`src/common/hsq_pkg.sv`:
```
package hsq_pkg;

   // ----------------------------------------
   // Limits, codes and timing
   // ----------------------------------------
   localparam logic [12:0] SPEED_MAX   = 13'h1770;
   localparam logic [11:0] ACCEL_MAX   = 12'hBB8;
   localparam logic [3:0]  TYPE_LIM_IDX = 4'h3;
   localparam logic [3:0]  TYPE_LIM_EDGE = 4'h4;
   localparam logic [3:0]  TYPE_IDX    = 4'h5;
   localparam logic [7:0]  ERR_HOMING  = 8'h44;
   localparam logic [7:0]  ERR_NONE    = 8'h00;
   localparam logic [7:0]  CNT_RESET   = 8'h00;
   localparam int          CLK_HZ      = 20000000;
   localparam int          LIM_LAT_MS  = 2;
   // Longest time, so rounded down
   localparam int          LIM_LAT_CYC = LIM_LAT_MS * (CLK_HZ / 1000);

   // ----------------------------------------
   // Types
   // ----------------------------------------
   typedef struct packed {
      logic [12:0]        fast_speed;
      logic [12:0]        slow_speed;
      logic [12:0]        offset_speed;
      logic [11:0]        accel;
      logic [11:0]        decel;
      logic               direction;
      logic [3:0]         homing_type;
      logic               offset_en;
      logic [7:0]         index_count;
      logic signed [31:0] home_offset;
      logic [1:0]         ot_action;
   } hsq_cfg_t;

   typedef struct packed {
      logic        run;
      logic        dir_neg;
      logic [12:0] speed;
      logic [11:0] accel;
      logic [11:0] decel;
   } hsq_cmd_t;

   typedef enum logic [2:0] {
      ST_IDLE, ST_FAST, ST_FAST_STOP, ST_LEAVE,
      ST_COUNT, ST_HOME_STOP, ST_OFFSET, ST_ERR
   } hsq_state_t;

endpackage : hsq_pkg

```
`src/design/hsq_top.sv`:
```
module hsq_top #(
   parameter int LIM_LAT_CYC = hsq_pkg::LIM_LAT_CYC
) (
   input  wire logic              mclk,
   input  wire logic              rst_b,
   input  wire logic              start,
   input  wire hsq_pkg::hsq_cfg_t cfg,
   input  wire logic              limit_pos,
   input  wire logic              limit_neg,
   input  wire logic              index_pulse,
   input  wire logic              motor_stopped,
   input  wire logic              offset_done,
   output logic                   cmd_run,
   output logic                   cmd_dir_neg,
   output logic [12:0]            cmd_speed,
   output logic [11:0]            cmd_accel,
   output logic [11:0]            cmd_decel,
   output logic                   home_set,
   output logic                   offset_go,
   output logic [31:0]            offset_dist,
   output logic [12:0]            offset_speed,
   output logic                   homing_done,
   output logic                   homing_err,
   output logic [7:0]             err_code
);

   // ----------------------------------------
   // State record
   // ----------------------------------------
   typedef struct packed {
      hsq_pkg::hsq_state_t st;
      hsq_pkg::hsq_cmd_t   cmd;
      logic [7:0]          cnt;
      logic                idx_q;
      logic                home;
      logic                off_go;
      logic [31:0]         off_dist;
      logic [12:0]         off_spd;
      logic                done;
      logic                err;
      logic [7:0]          code;
   } hsq_regs_t;

   hsq_regs_t s_r;
   hsq_regs_t s_nxt;

   // Settings above range are clamped
   function automatic logic [12:0] hsq_spd(input logic [12:0] v);
      return (v > hsq_pkg::SPEED_MAX) ? hsq_pkg::SPEED_MAX : v;
   endfunction : hsq_spd

   function automatic logic [11:0] hsq_acc(input logic [11:0] v);
      return (v > hsq_pkg::ACCEL_MAX) ? hsq_pkg::ACCEL_MAX : v;
   endfunction : hsq_acc

   logic [12:0] fast_c;
   logic [12:0] slow_c;
   logic [11:0] acc_c;
   logic [11:0] dec_c;
   logic        lim_home;
   logic        lim_opp;
   logic        idx_rise;
   logic        bad_cfg;
   logic        type_ok;
   logic [7:0]  cnt_inc;

   // ----------------------------------------
   // Decoded inputs
   // ----------------------------------------
   // Limit sensors named by homing direction
   always_comb begin
      fast_c   = hsq_spd(cfg.fast_speed);
      slow_c   = hsq_spd(cfg.slow_speed);
      acc_c    = hsq_acc(cfg.accel);
      dec_c    = hsq_acc(cfg.decel);
      lim_home = cfg.direction ? limit_neg : limit_pos;
      lim_opp  = cfg.direction ? limit_pos : limit_neg;
      idx_rise = index_pulse & ~s_r.idx_q;
      cnt_inc  = 8'(s_r.cnt + 8'h01);
      type_ok  = (cfg.homing_type == hsq_pkg::TYPE_LIM_IDX)
              || (cfg.homing_type == hsq_pkg::TYPE_LIM_EDGE)
              || (cfg.homing_type == hsq_pkg::TYPE_IDX);
      // Fast speed unused by index-only homing
      bad_cfg  = !type_ok || (slow_c == 13'h0000)
              || (acc_c == 12'h000) || (dec_c == 12'h000)
              || ((cfg.homing_type != hsq_pkg::TYPE_IDX)
                  && (fast_c == 13'h0000));
   end

   // ----------------------------------------
   // Sequencer
   // ----------------------------------------
   always_comb begin
      s_nxt        = s_r;
      s_nxt.idx_q  = index_pulse;
      s_nxt.home   = 1'b0;
      s_nxt.off_go = 1'b0;
      unique case (s_r.st)
         hsq_pkg::ST_IDLE: begin
            if (start) begin
               s_nxt.done      = 1'b0;
               s_nxt.cnt       = hsq_pkg::CNT_RESET;
               s_nxt.cmd.accel = acc_c;
               s_nxt.cmd.decel = dec_c;
               if (bad_cfg) begin
                  s_nxt.st   = hsq_pkg::ST_ERR;
                  s_nxt.err  = 1'b1;
                  s_nxt.code = hsq_pkg::ERR_HOMING;
               end else if (cfg.homing_type == hsq_pkg::TYPE_IDX) begin
                  s_nxt.cmd.run     = 1'b1;
                  s_nxt.cmd.dir_neg = cfg.direction;
                  s_nxt.cmd.speed   = slow_c;
                  s_nxt.st          = hsq_pkg::ST_COUNT;
               end else begin
                  s_nxt.cmd.run   = 1'b1;
                  s_nxt.cmd.speed = fast_c;
                  // Type 3 runs away from home first
                  s_nxt.cmd.dir_neg = (cfg.homing_type == hsq_pkg::TYPE_LIM_IDX)
                                    ? ~cfg.direction : cfg.direction;
                  s_nxt.st = hsq_pkg::ST_FAST;
               end
            end
         end
         hsq_pkg::ST_FAST: begin
            if ((cfg.homing_type == hsq_pkg::TYPE_LIM_IDX) ? lim_opp : lim_home) begin
               s_nxt.cmd.run   = 1'b0;
               s_nxt.cmd.decel = cfg.ot_action[0] ? 12'h000 : dec_c;
               s_nxt.st        = hsq_pkg::ST_FAST_STOP;
            end
         end
         hsq_pkg::ST_FAST_STOP: begin
            // Sensor assumed steady while braking
            if (motor_stopped) begin
               s_nxt.cmd.run   = 1'b1;
               s_nxt.cmd.speed = slow_c;
               s_nxt.cmd.decel = dec_c;
               s_nxt.cmd.dir_neg = (cfg.homing_type == hsq_pkg::TYPE_LIM_IDX)
                                 ? cfg.direction : ~cfg.direction;
               s_nxt.st = hsq_pkg::ST_LEAVE;
            end
         end
         hsq_pkg::ST_LEAVE: begin
            if (cfg.homing_type == hsq_pkg::TYPE_LIM_IDX) begin
               if (!lim_opp) begin
                  s_nxt.st = hsq_pkg::ST_COUNT;
               end
            end else if (lim_opp) begin
               s_nxt.st      = hsq_pkg::ST_ERR;
               s_nxt.err     = 1'b1;
               s_nxt.code    = hsq_pkg::ERR_HOMING;
               s_nxt.cmd.run = 1'b0;
               s_nxt.cmd.decel = cfg.ot_action[0] ? 12'h000 : dec_c;
            end else if (!lim_home) begin
               // Release seen in the cycle it arrives, home set at the next edge
               s_nxt.home    = 1'b1;
               s_nxt.cmd.run = 1'b0;
               s_nxt.st      = hsq_pkg::ST_HOME_STOP;
            end
         end
         hsq_pkg::ST_COUNT: begin
            if (lim_home) begin
               s_nxt.st      = hsq_pkg::ST_ERR;
               s_nxt.err     = 1'b1;
               s_nxt.code    = hsq_pkg::ERR_HOMING;
               s_nxt.cmd.run = 1'b0;
               s_nxt.cmd.decel = cfg.ot_action[0] ? 12'h000 : dec_c;
            end else if (idx_rise) begin
               s_nxt.cnt = cnt_inc;
               // A count of zero acts as one
               if (cnt_inc >= cfg.index_count) begin
                  s_nxt.home    = 1'b1;
                  s_nxt.cmd.run = 1'b0;
                  s_nxt.st      = hsq_pkg::ST_HOME_STOP;
               end
            end
         end
         hsq_pkg::ST_HOME_STOP: begin
            if (motor_stopped) begin
               if (cfg.offset_en && (cfg.home_offset != 32'sh0)) begin
                  s_nxt.off_go   = 1'b1;
                  s_nxt.off_dist = cfg.home_offset;
                  s_nxt.off_spd  = hsq_spd(cfg.offset_speed);
                  s_nxt.st       = hsq_pkg::ST_OFFSET;
               end else begin
                  s_nxt.done = 1'b1;
                  s_nxt.st   = hsq_pkg::ST_IDLE;
               end
            end
         end
         hsq_pkg::ST_OFFSET: begin
            if (offset_done) begin
               s_nxt.done = 1'b1;
               s_nxt.st   = hsq_pkg::ST_IDLE;
            end
         end
         hsq_pkg::ST_ERR: begin
            // Alarm is held until reset
            s_nxt.cmd.run = 1'b0;
         end
      endcase
   end

   // State register
   always_ff @(posedge mclk or negedge rst_b) begin
      if (!rst_b) begin
         s_r <= '0;
      end else begin
         s_r <= s_nxt;
      end
   end

   // ----------------------------------------
   // Outputs
   // ----------------------------------------
   assign cmd_run      = s_r.cmd.run;
   assign cmd_dir_neg  = s_r.cmd.dir_neg;
   assign cmd_speed    = s_r.cmd.speed;
   assign cmd_accel    = s_r.cmd.accel;
   assign cmd_decel    = s_r.cmd.decel;
   assign home_set     = s_r.home;
   assign offset_go    = s_r.off_go;
   assign offset_dist  = s_r.off_dist;
   assign offset_speed = s_r.off_spd;
   assign homing_done  = s_r.done;
   assign homing_err   = s_r.err;
   assign err_code     = s_r.code;

   // ----------------------------------------
   // Checks
   // ----------------------------------------
   // Cycles from limit release to home, kept for the bound
   logic [31:0] lat_r;
   always_ff @(posedge mclk or negedge rst_b) begin
      if (!rst_b) begin
         lat_r <= 32'h0000_0000;
      end else if (s_r.st == hsq_pkg::ST_LEAVE && !lim_home
                   && cfg.homing_type == hsq_pkg::TYPE_LIM_EDGE) begin
         lat_r <= 32'(lat_r + 32'h1);
      end else begin
         lat_r <= 32'h0000_0000;
      end
   end
endmodule : hsq_top

```
`config.mk`:
```
export PLATFORM = sky130hd
export DESIGN_NAME = hsq_top
export DESIGN_NICKNAME = d
export VERILOG_FILES = /design/src/common/hsq_pkg.sv /design/src/design/hsq_top.sv
export SDC_FILE = /design/constraint.sdc
export NUM_CORES = 1
export LEC_CHECK = 0
export BUFFER_PORTS_ARGS = -buffer_cell sky130_fd_sc_hd__clkbuf_2
export CAP_MARGIN = 25
export CORE_ASPECT_RATIO = 2
export CORE_MARGIN = 5
export CORE_UTILIZATION = 45
export CTS_CLUSTER_SIZE = 30
export DETAILED_ROUTE_END_ITERATION = 16
export PLACE_DENSITY = 0.77
export SYNTH_ARGS = -nofsm -noshare
export SYNTH_HDL_FRONTEND = slang
export SYNTH_SLANG_ARGS = --single-unit
```
`constraint.sdc`:
```
create_clock -name mclk -period 2.35 [get_ports mclk]
set_input_delay 0.1175 -clock mclk [delete_from_list [all_inputs] [get_ports mclk]]
set_output_delay 0.1175 -clock mclk [all_outputs]
set_load 0.005 [all_outputs]
```
# Word level (Yosys, flattened, before mapping)

Index checks and enable logic that the tools add are counted.

Bits in registers: 108
Input bits: 119
Output and inout bits: 96
Logic and storage cells: 144

$add $sub $neg: 1
Order comparisons: 6
Equality and inequality tests: 29
Muxes and demuxes: 59
Bitwise logic cells: 3
Reduce and logical (&&, ||, !) cells: 31

Operator list:

| cell                   | count |
|---|---|
| $mux W12               | 8 |
| $mux W46               | 2 |
| $pmux W12 S5           | 1 |
| $mux W50               | 1 |
| $mux W47               | 1 |
| $gt A13 B13 Y1 const B | 3 |
| $mux W13               | 3 |
| $mux W18               | 2 |
| $mux W9                | 4 |
| $reduce_bool A32 Y1    | 1 |
| $pmux W14 S2           | 1 |
| $pmux W9 S3            | 1 |
| $logic_not A13 Y1      | 2 |
| $ne A2 B2 Y1 const B   | 13 |
| $gt A12 B12 Y1 const B | 2 |
| $logic_not A12 Y1      | 2 |
| $mux W4                | 6 |
| $pmux W3 S7            | 1 |
| $mux W3                | 6 |
| $mux W8                | 2 |
| $pmux W8 S2            | 1 |
| $mux W15               | 1 |
| $mux W1                | 14 |
| $eq A3 B3 Y1 const B   | 4 |
| 32 further kinds       | 47 |

# Depth between registers and ports, before layout

Gate-level depths: netlist (run 1).

Word-level depth: 11
Gate-level depth with buffers: 11
Depth with buffers taken out: 11

# Worst setup path before layout (run 1)

OpenSTA, ideal clock, no wires.

Path kind: register -> register
Start: register s_r[58] in the netlist's numbering
End: register s_r[105] in the netlist's numbering
Library setup time: 0.125 ns
Data arrival time: 2.469 ns
Required time: 2.225 ns
Setup slack: -0.244 ns
Stages on the path, launching flop included: 12
Path buffers: 0
Path through: dfrtp_1 -> ha_1 -> nand3_1 -> nor2_1 -> xor2_1 -> ha_1 -> and3_1 -> a221o_1 -> a31oi_1 -> o21ai_0 -> nand2_1 -> mux2_2

Cells in the longest elaborated chain, start to end: 4

RTL lines:

| what                                | line           | RTL |
|---|---|---|
| from (decl)                         | hsq_top.sv:44  | `hsq_regs_t s_r;` |
| from (signal assigned)              | hsq_top.sv:208 | `s_r <= s_nxt;` |
| $add A8 B1 Y8                       | hsq_top.sv:79  | `cnt_inc = 8'(s_r.cnt + 8'h01);` |
| $ge A8 B8 Y1                        | hsq_top.sv:170 | `if (cnt_inc >= cfg.index_count) begin` |
| $ne A3 B3 Y1 (no source line)       | --             |  |
| $reduce_and A10 Y1 (no source line) | --             |  |

No other way between the ends.
A chain may end at the register's enable or synchronous reset.

# Worst setup path in the final report (run 1)

Ends and elaborated chain as after synthesis.

==> results.md, run 1 <==
- In the final layout, the multi-input gates occupy 2545 µm².
- In this run the remaining antenna-violating nets after routing total 0.
- Across all layers, the routed design uses 4,827 vias.
- The portion of the post-synthesis area used by sequential elements is 43.53%.
- The wire length per cell after detailed routing is 17.33 µm.
- The final net count is 855.
- The final setup violation count is 4.
- The global-route wire length before repair is 24,790 µm.
- The share of the core filled with cells in the final layout is 55.23%.
- Along the worst path, the maximum fanout reaches 3.
- The flip-flop cell with the highest count after synthesis is dfrtp_1.
- Input and output buffers added on the ports amount to 207.
- The die is 89.93 µm wide.
- The number of maximum-capacitance constraint violations is 0.
- The share of the clock period used by the worst path is 108.9%.
- The worst hold-check slack is 0.01887 ns.
- The insertion delay of the later-clocked pin in the worst-skew pair is 0.34 ns.
- The total cell area at the placement stage is 6528 µm².
- The final worst clock skew is 0.007246 ns.
- On the worst path, the slowest cell contributes a delay of 0.43 ns.
- For this run, asynchronously set or reset flops after synthesis account for 100.0%.
- After clock tree synthesis, the clock-pin slew on the worst setup and hold paths is 0.07 ns.
- The mean number of vias per cell is 5.479.
- The TritonCTS clock tree is done.
- In the final layout, the share of cells above drive strength 1 is 44.32%.
- The number of clock buffers inserted by TritonCTS is 9.
- Routability-driven placement finished with a final weighted congestion of 0.9465.
- The highest ir drop seen on vdd is 0.5372 mV.
- The critical path goes through ha_4, nand3_4, nor2_4, xor2_2, ha_1, buf_4, a221o_1, a31oi_4, o21ai_4, nand2_2, mux2_4.
- For this design, the slowest cell found on the critical path is dfrtp_1.
- At the worst endpoint, the arrival time is 2.78 ns.
- Summed over all nets, the half-perimeter wirelength after detailed placement is 12,350 µm.
- The number of design-rule violations left by the first detailed-router iteration is 201.
- The final number of max-transition violations is 0.
- The synthesized flop and latch total is 100.
- The total count of hold-check failures in the final report is 0.
- Pin placement for this block handled 215 I/O pins.
- The synthesized design contains 0 enable-type register cells.
- The total number of placement rows is 58.
- The final reports fail on setup timing.
- The tree is rooted in a clkbuf_16.
- The initial antenna violation count is 0.
- The remaining global-route overflow is 0.
- The path type of the worst min-delay path is in2reg.
- The core outline area is 12,550 µm².
- Setup slack on the critical path of the routed design comes to -0.2099 ns.
- For the worst setup path, the data required time is 2.57 ns.
- The number of sinks on the clock net is 100.
- The flow ran to the end, but the final reports show violations.
- The detailed-route wire length is 15,270 µm.
- The count of unresolved DRC violations after routing is 0.
- STA classifies the critical path endpoint as a flop.
- Synthesis produced a netlist whose cell count is 577.
- Summing all non-filler instances in the final layout gives an area of 6934 µm².
- No sink is reached through more buffers than the 2 on the longest clock path.
- The H-tree depth reported by CTS is 3.
- The growth of design area from synthesis to finish is 20.61%.
- Before antenna repair, the detailed router went through 4 iterations.
- In this run the tightest slew margin relative to its limit is 62.05%.
- The gate family responsible for the most delay along the worst path is compound AO/OA/AOI/OAI gates.
- The static leakage is 3.480 nW.
- The filler cell count is 1,118.
- The worst setup path is launched from a flop.
- Setup repair after global routing could not meet its margin everywhere.
- The global-route usage over all layers is 19.65%.
- The vertical extent of the die is 169.9 µm.
- The combined area of all synthesized cells is 5749 µm².
- The power per standard cell area is 1087 nW/µm².
- Once the floorplan was initialized, standard cells occupied 45.79% of the core.
- The path type of the worst setup path is reg2reg.
- A synthesized cell averages 9.964 µm².
- The combined buffer and inverter count along the critical path is 1.
- Entering global routing, the biggest net connects 45 pins.
- The number of distinct library cell variants in the gate-level netlist after synthesis is 59.
- The flip-flop and latch area is 2502 µm².
- The final critical-path required period is 2.560 ns.
- The floorplan step defined a die boundary enclosing 15,270 µm².
- Static timing analysis puts the maximum clock frequency at 390.6 MHz.
- At the pin with the least slew margin, the transition time is 0.5693 ns.
- The count of warnings emitted by yosys is 0.
- The repair_antennas step left the layout with diodes totalling 0.
- The via count of the first global-routing pass came to 5,120.
synthesized netlist by cell type, types with 5 or more instances:
cell type,instances,area (µm²)
nand4_1,11,68.82
o22ai_1,8,50.05
a21oi_1,18,90.09
nand2b_1,10,62.56
nor2b_1,5,31.28
nor2_1,27,101.4
buf_2,10,50.05
dfrtp_1,100,2502
nor4_1,18,112.6
o22a_1,11,96.34
mux2_2,49,551.8
o21ai_0,32,160.2
inv_1,14,52.55
buf_4,91,683.2
nand2_1,51,191.4
clkbuf_1,6,22.52
ha_1,9,112.6
o31ai_1,7,52.55
nand3_1,17,85.08
a22o_1,15,131.4
logic make-up (layout without fill, tap and decap cells):
group,after synthesis,count (layout),share of synthesized area [%]
compound gates,113,113,13.36
xor+xnor,7,7,1.066
fa+ha+maj,9,9,1.959
buf+inv,124,273,14.39
flops,100,100,43.53
mux,53,53,10.29
other cells,1,6,0.06523
simple gates,170,170,15.34
what timing repair did:
action                                  in CTS  in global routing
gates cloned                                 0                  0
buffers inserted                             3                  0
gates resized for setup                      4                 12
endpoints found under the setup margin       4                  5
hold buffers                                 2                  0
pin swaps                                    3                  8
hold endpoints to repair                    43                  0
worst register-to-register path, stage by stage, from the launching register on:
cell and delay, ns:
dfrtp_1 0.43, ha_4 0.19, nand3_4 0.07, nor2_4 0.04
xor2_2 0.18, ha_1 0.33, buf_4 0.14, a221o_1 0.37
a31oi_4 0.20, o21ai_4 0.08, nand2_2 0.11, mux2_4 0.31
worst paths after layout:
kind	startpoint	to	slack, ns	depth (start not counted)
min in group asynchronous	rst_b	offset_speed[2]	0.31	2
min	cfg[60]	cmd_accel[0]	0.02	3
min reg2reg	cmd_accel[0]	cmd_accel[0]	0.47	2
max	s_r[58]	s_r[105]	-0.21	11
max in group asynchronous	rst_b	cmd_speed[2]	1.38	3
max reg2reg	s_r[58]	s_r[105]	-0.21	11
placed cells by master, fill, tap and decap left out, types with 4 or more instances in the layout:
cell	n
a21oi_1	18
a22o_1	15
buf_12	4
buf_4	30
clkbuf_16	9
clkbuf_2	206
conb_1	6
dfrtp_1	100
ha_1	8
inv_1	14
mux2_2	47
mux2i_1	4
nand2_1	50
nand2b_1	10
nand3_1	15
nand4_1	11
nor2_1	26
nor2b_1	5
nor3_1	4
nor4_1	18
o21ai_0	29
o22a_1	11
o22ai_1	8
o31ai_1	7
state kept, by name (all words and copies together), names as in the netlist:
name          flops
err_code          1
s_r              12
cmd_speed        13
offset_go         1
offset_speed     13
cmd_dir_neg       1
cmd_run           1
homing_done       1
home_set          1
offset_dist      32
cmd_accel        12
cmd_decel        12
cell type report:
class,instances,share of cell area [%]
clock buffers,9,3.248
clock inverters,6,0.8300
inverters,16,0.8661
multi-input cells,358,36.70
flip-flops and latches,100,36.09
well taps,150,2.707
repair buffers,242,19.56
through the flow:
stage	TNS [ns]	setup slack [ns]	std cells	total power (W)
global placement	-0.5551	-0.2062	861	0.006032
detailed placement	-0.7668	-0.2687	861	0.006198
finish	-0.6712	-0.2099	881	0.007540
global route	-1.315	-0.3290	881	0.008111
CTS	-0.8063	-0.2519	881	0.007637
floorplan	-0.2288	-0.1144	582	0.005488
routing by layer:
metal | part of all wire [%] | up-vias | track usage, %
met5 | 0 | - | 0
met1 | 33 | 2294 | 19.99
li1 | - | 2273 | -
met3 | 7.0 | 30 | 4.600
met4 | 2.8 | 0 | 8.101
met2 | 57 | 230 | 37.76
where the power goes:
part / total, W / switching (W) / internal (W)
Combinational: 0.00328 / 0.00158 / 0.00170
Sequential: 0.00286 / 0.000416 / 0.00245
Clock: 0.00140 / 0.000665 / 0.000737
Power figures use the tool's default switching activity.
==> run 2: changes to the inputs <==
- TNS_END_PERCENT: default -> 5
==> results.md, run 2 (same netlist as run 1, synthesis figures left out) <==
- At the worst endpoint, the required time is 2.57 ns.
- The routability congestion estimate is 0.9465.
- The path type of the worst min-delay path is in2reg.
- In this run the core area contains 58 standard-cell rows.
- The number of clock buffers inserted by TritonCTS is 9.
- For the worst setup path, the data arrival time is 2.75 ns.
- The actual transition at the worst max-transition pin is 0.5668 ns.
- Leaving out filler cells and counting taps, the final layout contains 880.
- For this run the aggregate overflow at the end of global routing stands at 0.
- In this run the worst path has a maximum fanout of 3.
- The count of unresolved DRC violations after routing is 0.
- The number of maximum-capacitance constraint violations is 0.
- The wire length per cell after detailed routing is 17.34 µm.
- The number of iterations in the first detailed-routing pass is 5.
- The I/O pin count is 215.
- The buffer levels on the longest clock path is 2.
- The filler cell count is 1,125.
- Clock latency on the worst-skew pair, taken at its later pin, is 0.33 ns.
- The sum of negative setup slack is -0.5672 ns.
- At the end of the flow, the number of nets in the layout was 854.
- The global-route wire length before repair is 24,740 µm.
- The largest net degree at the start of global routing is 45.
- The critical hold path startpoint is cfg[60].
- VDD sags by at most 0.5358 mV.
- The cell depth of the worst min-delay path is 3.
- TritonCTS built the clock tree.
- The post-DP HPWL is 12,350 µm.
- After detailed routing, the total wire length is 15,260 µm.
- The number of vias in the routed layout is 4,836.
- The core region is 12,550 µm².
- The number of sinks on the clock net is 100.
- The path type of the worst setup path is reg2reg.
- In this run the tool buffered the top-level ports with 207 buffer cells.
- The power per standard cell area is 1090 nW/µm².
- The overall power consumption is 0.007535 W.
- The final reports fail on setup timing.
- Summing all flip-flop and latch instances after layout gives 2502 µm².
- The die covers 15,270 µm².
- The via count of the first global-routing pass is 5,117.
- Counting tap cells, the placed design contains a total of 861 instances.
- The vertical extent of the die is 169.9 µm.
- The tree is rooted in a clkbuf_16.
- The run finished, with violations left.
- The initial antenna violation count was 0.
- Headroom to the max-slew limit came out at 62.21%.
- The end point of the worst hold path is cmd_accel[0].
- In the layout the commonest cells are clkbuf_2 (206), dfrtp_1 (100), nand2_1 (50), mux2_2 (47), o21ai_0 (31).
- The multi-input combinational cells in the finished layout cover a total of 2529 µm².
- Setup repair after global routing could not meet its margin everywhere.
- The final critical-path required period is 2.533 ns.
- The mean number of vias per cell is 5.495.
- Derived from the worst setup path, the maximum achievable clock frequency is 394.8 MHz.
- Global routing used 19.60% of the available tracks across all layers.
- The repair_antennas step left the layout with diodes totalling 0.
- The growth of design area from synthesis to finish is 20.20%.
- The initial cell density of the core is 45.79%.
- The most common cell after layout, fill and taps aside is clkbuf_2.
- The cell depth of the worst flop-to-flop path is 11.
- The slack of the critical path is -0.1826 ns.
- For flop-to-flop paths, the worst setup slack is -0.18 ns.
- The worst setup path is launched from a flop.
- The worst register-to-register path begins at s_r[58].
- The static leakage is 3.472 nW.
- The chip width is 89.93 µm.
- The endpoint kind of the worst setup timing path is a flop.
- The post-CTS clock slew at the launch and capture registers of the worst setup and hold paths is 0.07 ns.
- The final critical path takes up 107.8% of the cycle.
- The post-route netlist has 44.25% of its cells at a drive strength greater than 1.
- The final number of max-transition violations is 0.
- The final setup violation count is 4.
- The total count of hold-check failures in the final report came to 0.
- At the placement stage, the worst setup path has a slack of -0.2687 ns.
- The register with the most flip-flops in the layout has 32 of them.
- The number of design-rule violations left by the first detailed-router iteration is 188.
- The worst hold-check slack is 0.01723 ns.
- The endpoint of the lowest-slack register-to-register path is s_r[105].
- Between clock sinks in the finished design, the worst skew comes to 0.006874 ns.
- The H-tree depth reported by CTS is 3.
- Once detail routing completed, the nets flagged for antenna violations numbered 0.
==> run 2: metal layers <==
metal | global-route usage [%] | wire (µm) | part of all wire [%]
met4 | 8.101 | 471 | 3.1
met3 | 4.600 | 1027 | 6.7
met1 | 19.94 | 5164 | 34
met5 | 0 | 0 | 0
met2 | 37.66 | 8598 | 56
==> run 2: layout make-up <==
class / instances / share of cell area, %
multi-input cells: 358 / 36.59
flip-flops and latches: 100 / 36.21
repair buffers: 241 / 19.52
clock buffers: 9 / 3.259
well taps: 150 / 2.716
inverters: 16 / 0.8691
clock inverters: 6 / 0.8329
==> run 2: how the worst max path moves through the flow <==
stage / start / end / slack [ns] / cells after the start
floorplan: s_r[58] / s_r[106] / -0.11 / 11
global placement: s_r[59] / s_r[105] / -0.21 / 11
detailed placement: s_r[59] / s_r[105] / -0.27 / 11
CTS: s_r[59] / s_r[105] / -0.25 / 11
global route: s_r[58] / s_r[105] / -0.35 / 10
finish: s_r[58] / s_r[105] / -0.18 / 11
==> run 2: where the power goes <==
part	total, W	leakage (nW)	internal [W]	switching [W]
clock network	0.00140	0.140	0.000737	0.000663
registers	0.00286	1.25	0.00245	0.000418
logic	0.00327	2.09	0.00170	0.00158
total	0.00754	3.47	0.00488	0.00266
==> run 2: stage by stage <==
step | util, % | instance area [µm²]
6_report | 55.04 | 6910
5_1_grt | 55.04 | 6910
4_1_cts | 54.68 | 6865
3_5_place_dp | 51.99 | 6528
3_3_place_gp | 51.99 | 6528
2_1_floorplan | - | 5793
==> run 2: what timing repair did <==
action | in CTS | in global routing
pin swaps | 3 | 6
hold endpoints to repair | 43 | 0
gates resized for setup | 4 | 8
hold buffers | 2 | 0
endpoints found under the setup margin | 4 | 5
buffers inserted | 2 | 0
==> run 2: critical path, stage by stage (launching register included) <==
cell     delay (ns)
dfrtp_1        0.43
ha_4           0.19
nand3_4        0.07
nor2_4         0.04
xor2_2         0.18
ha_1           0.33
buf_4          0.14
a221o_1        0.34
a31oi_2        0.18
o21ai_2        0.09
nand2_2        0.11
mux2_4         0.31
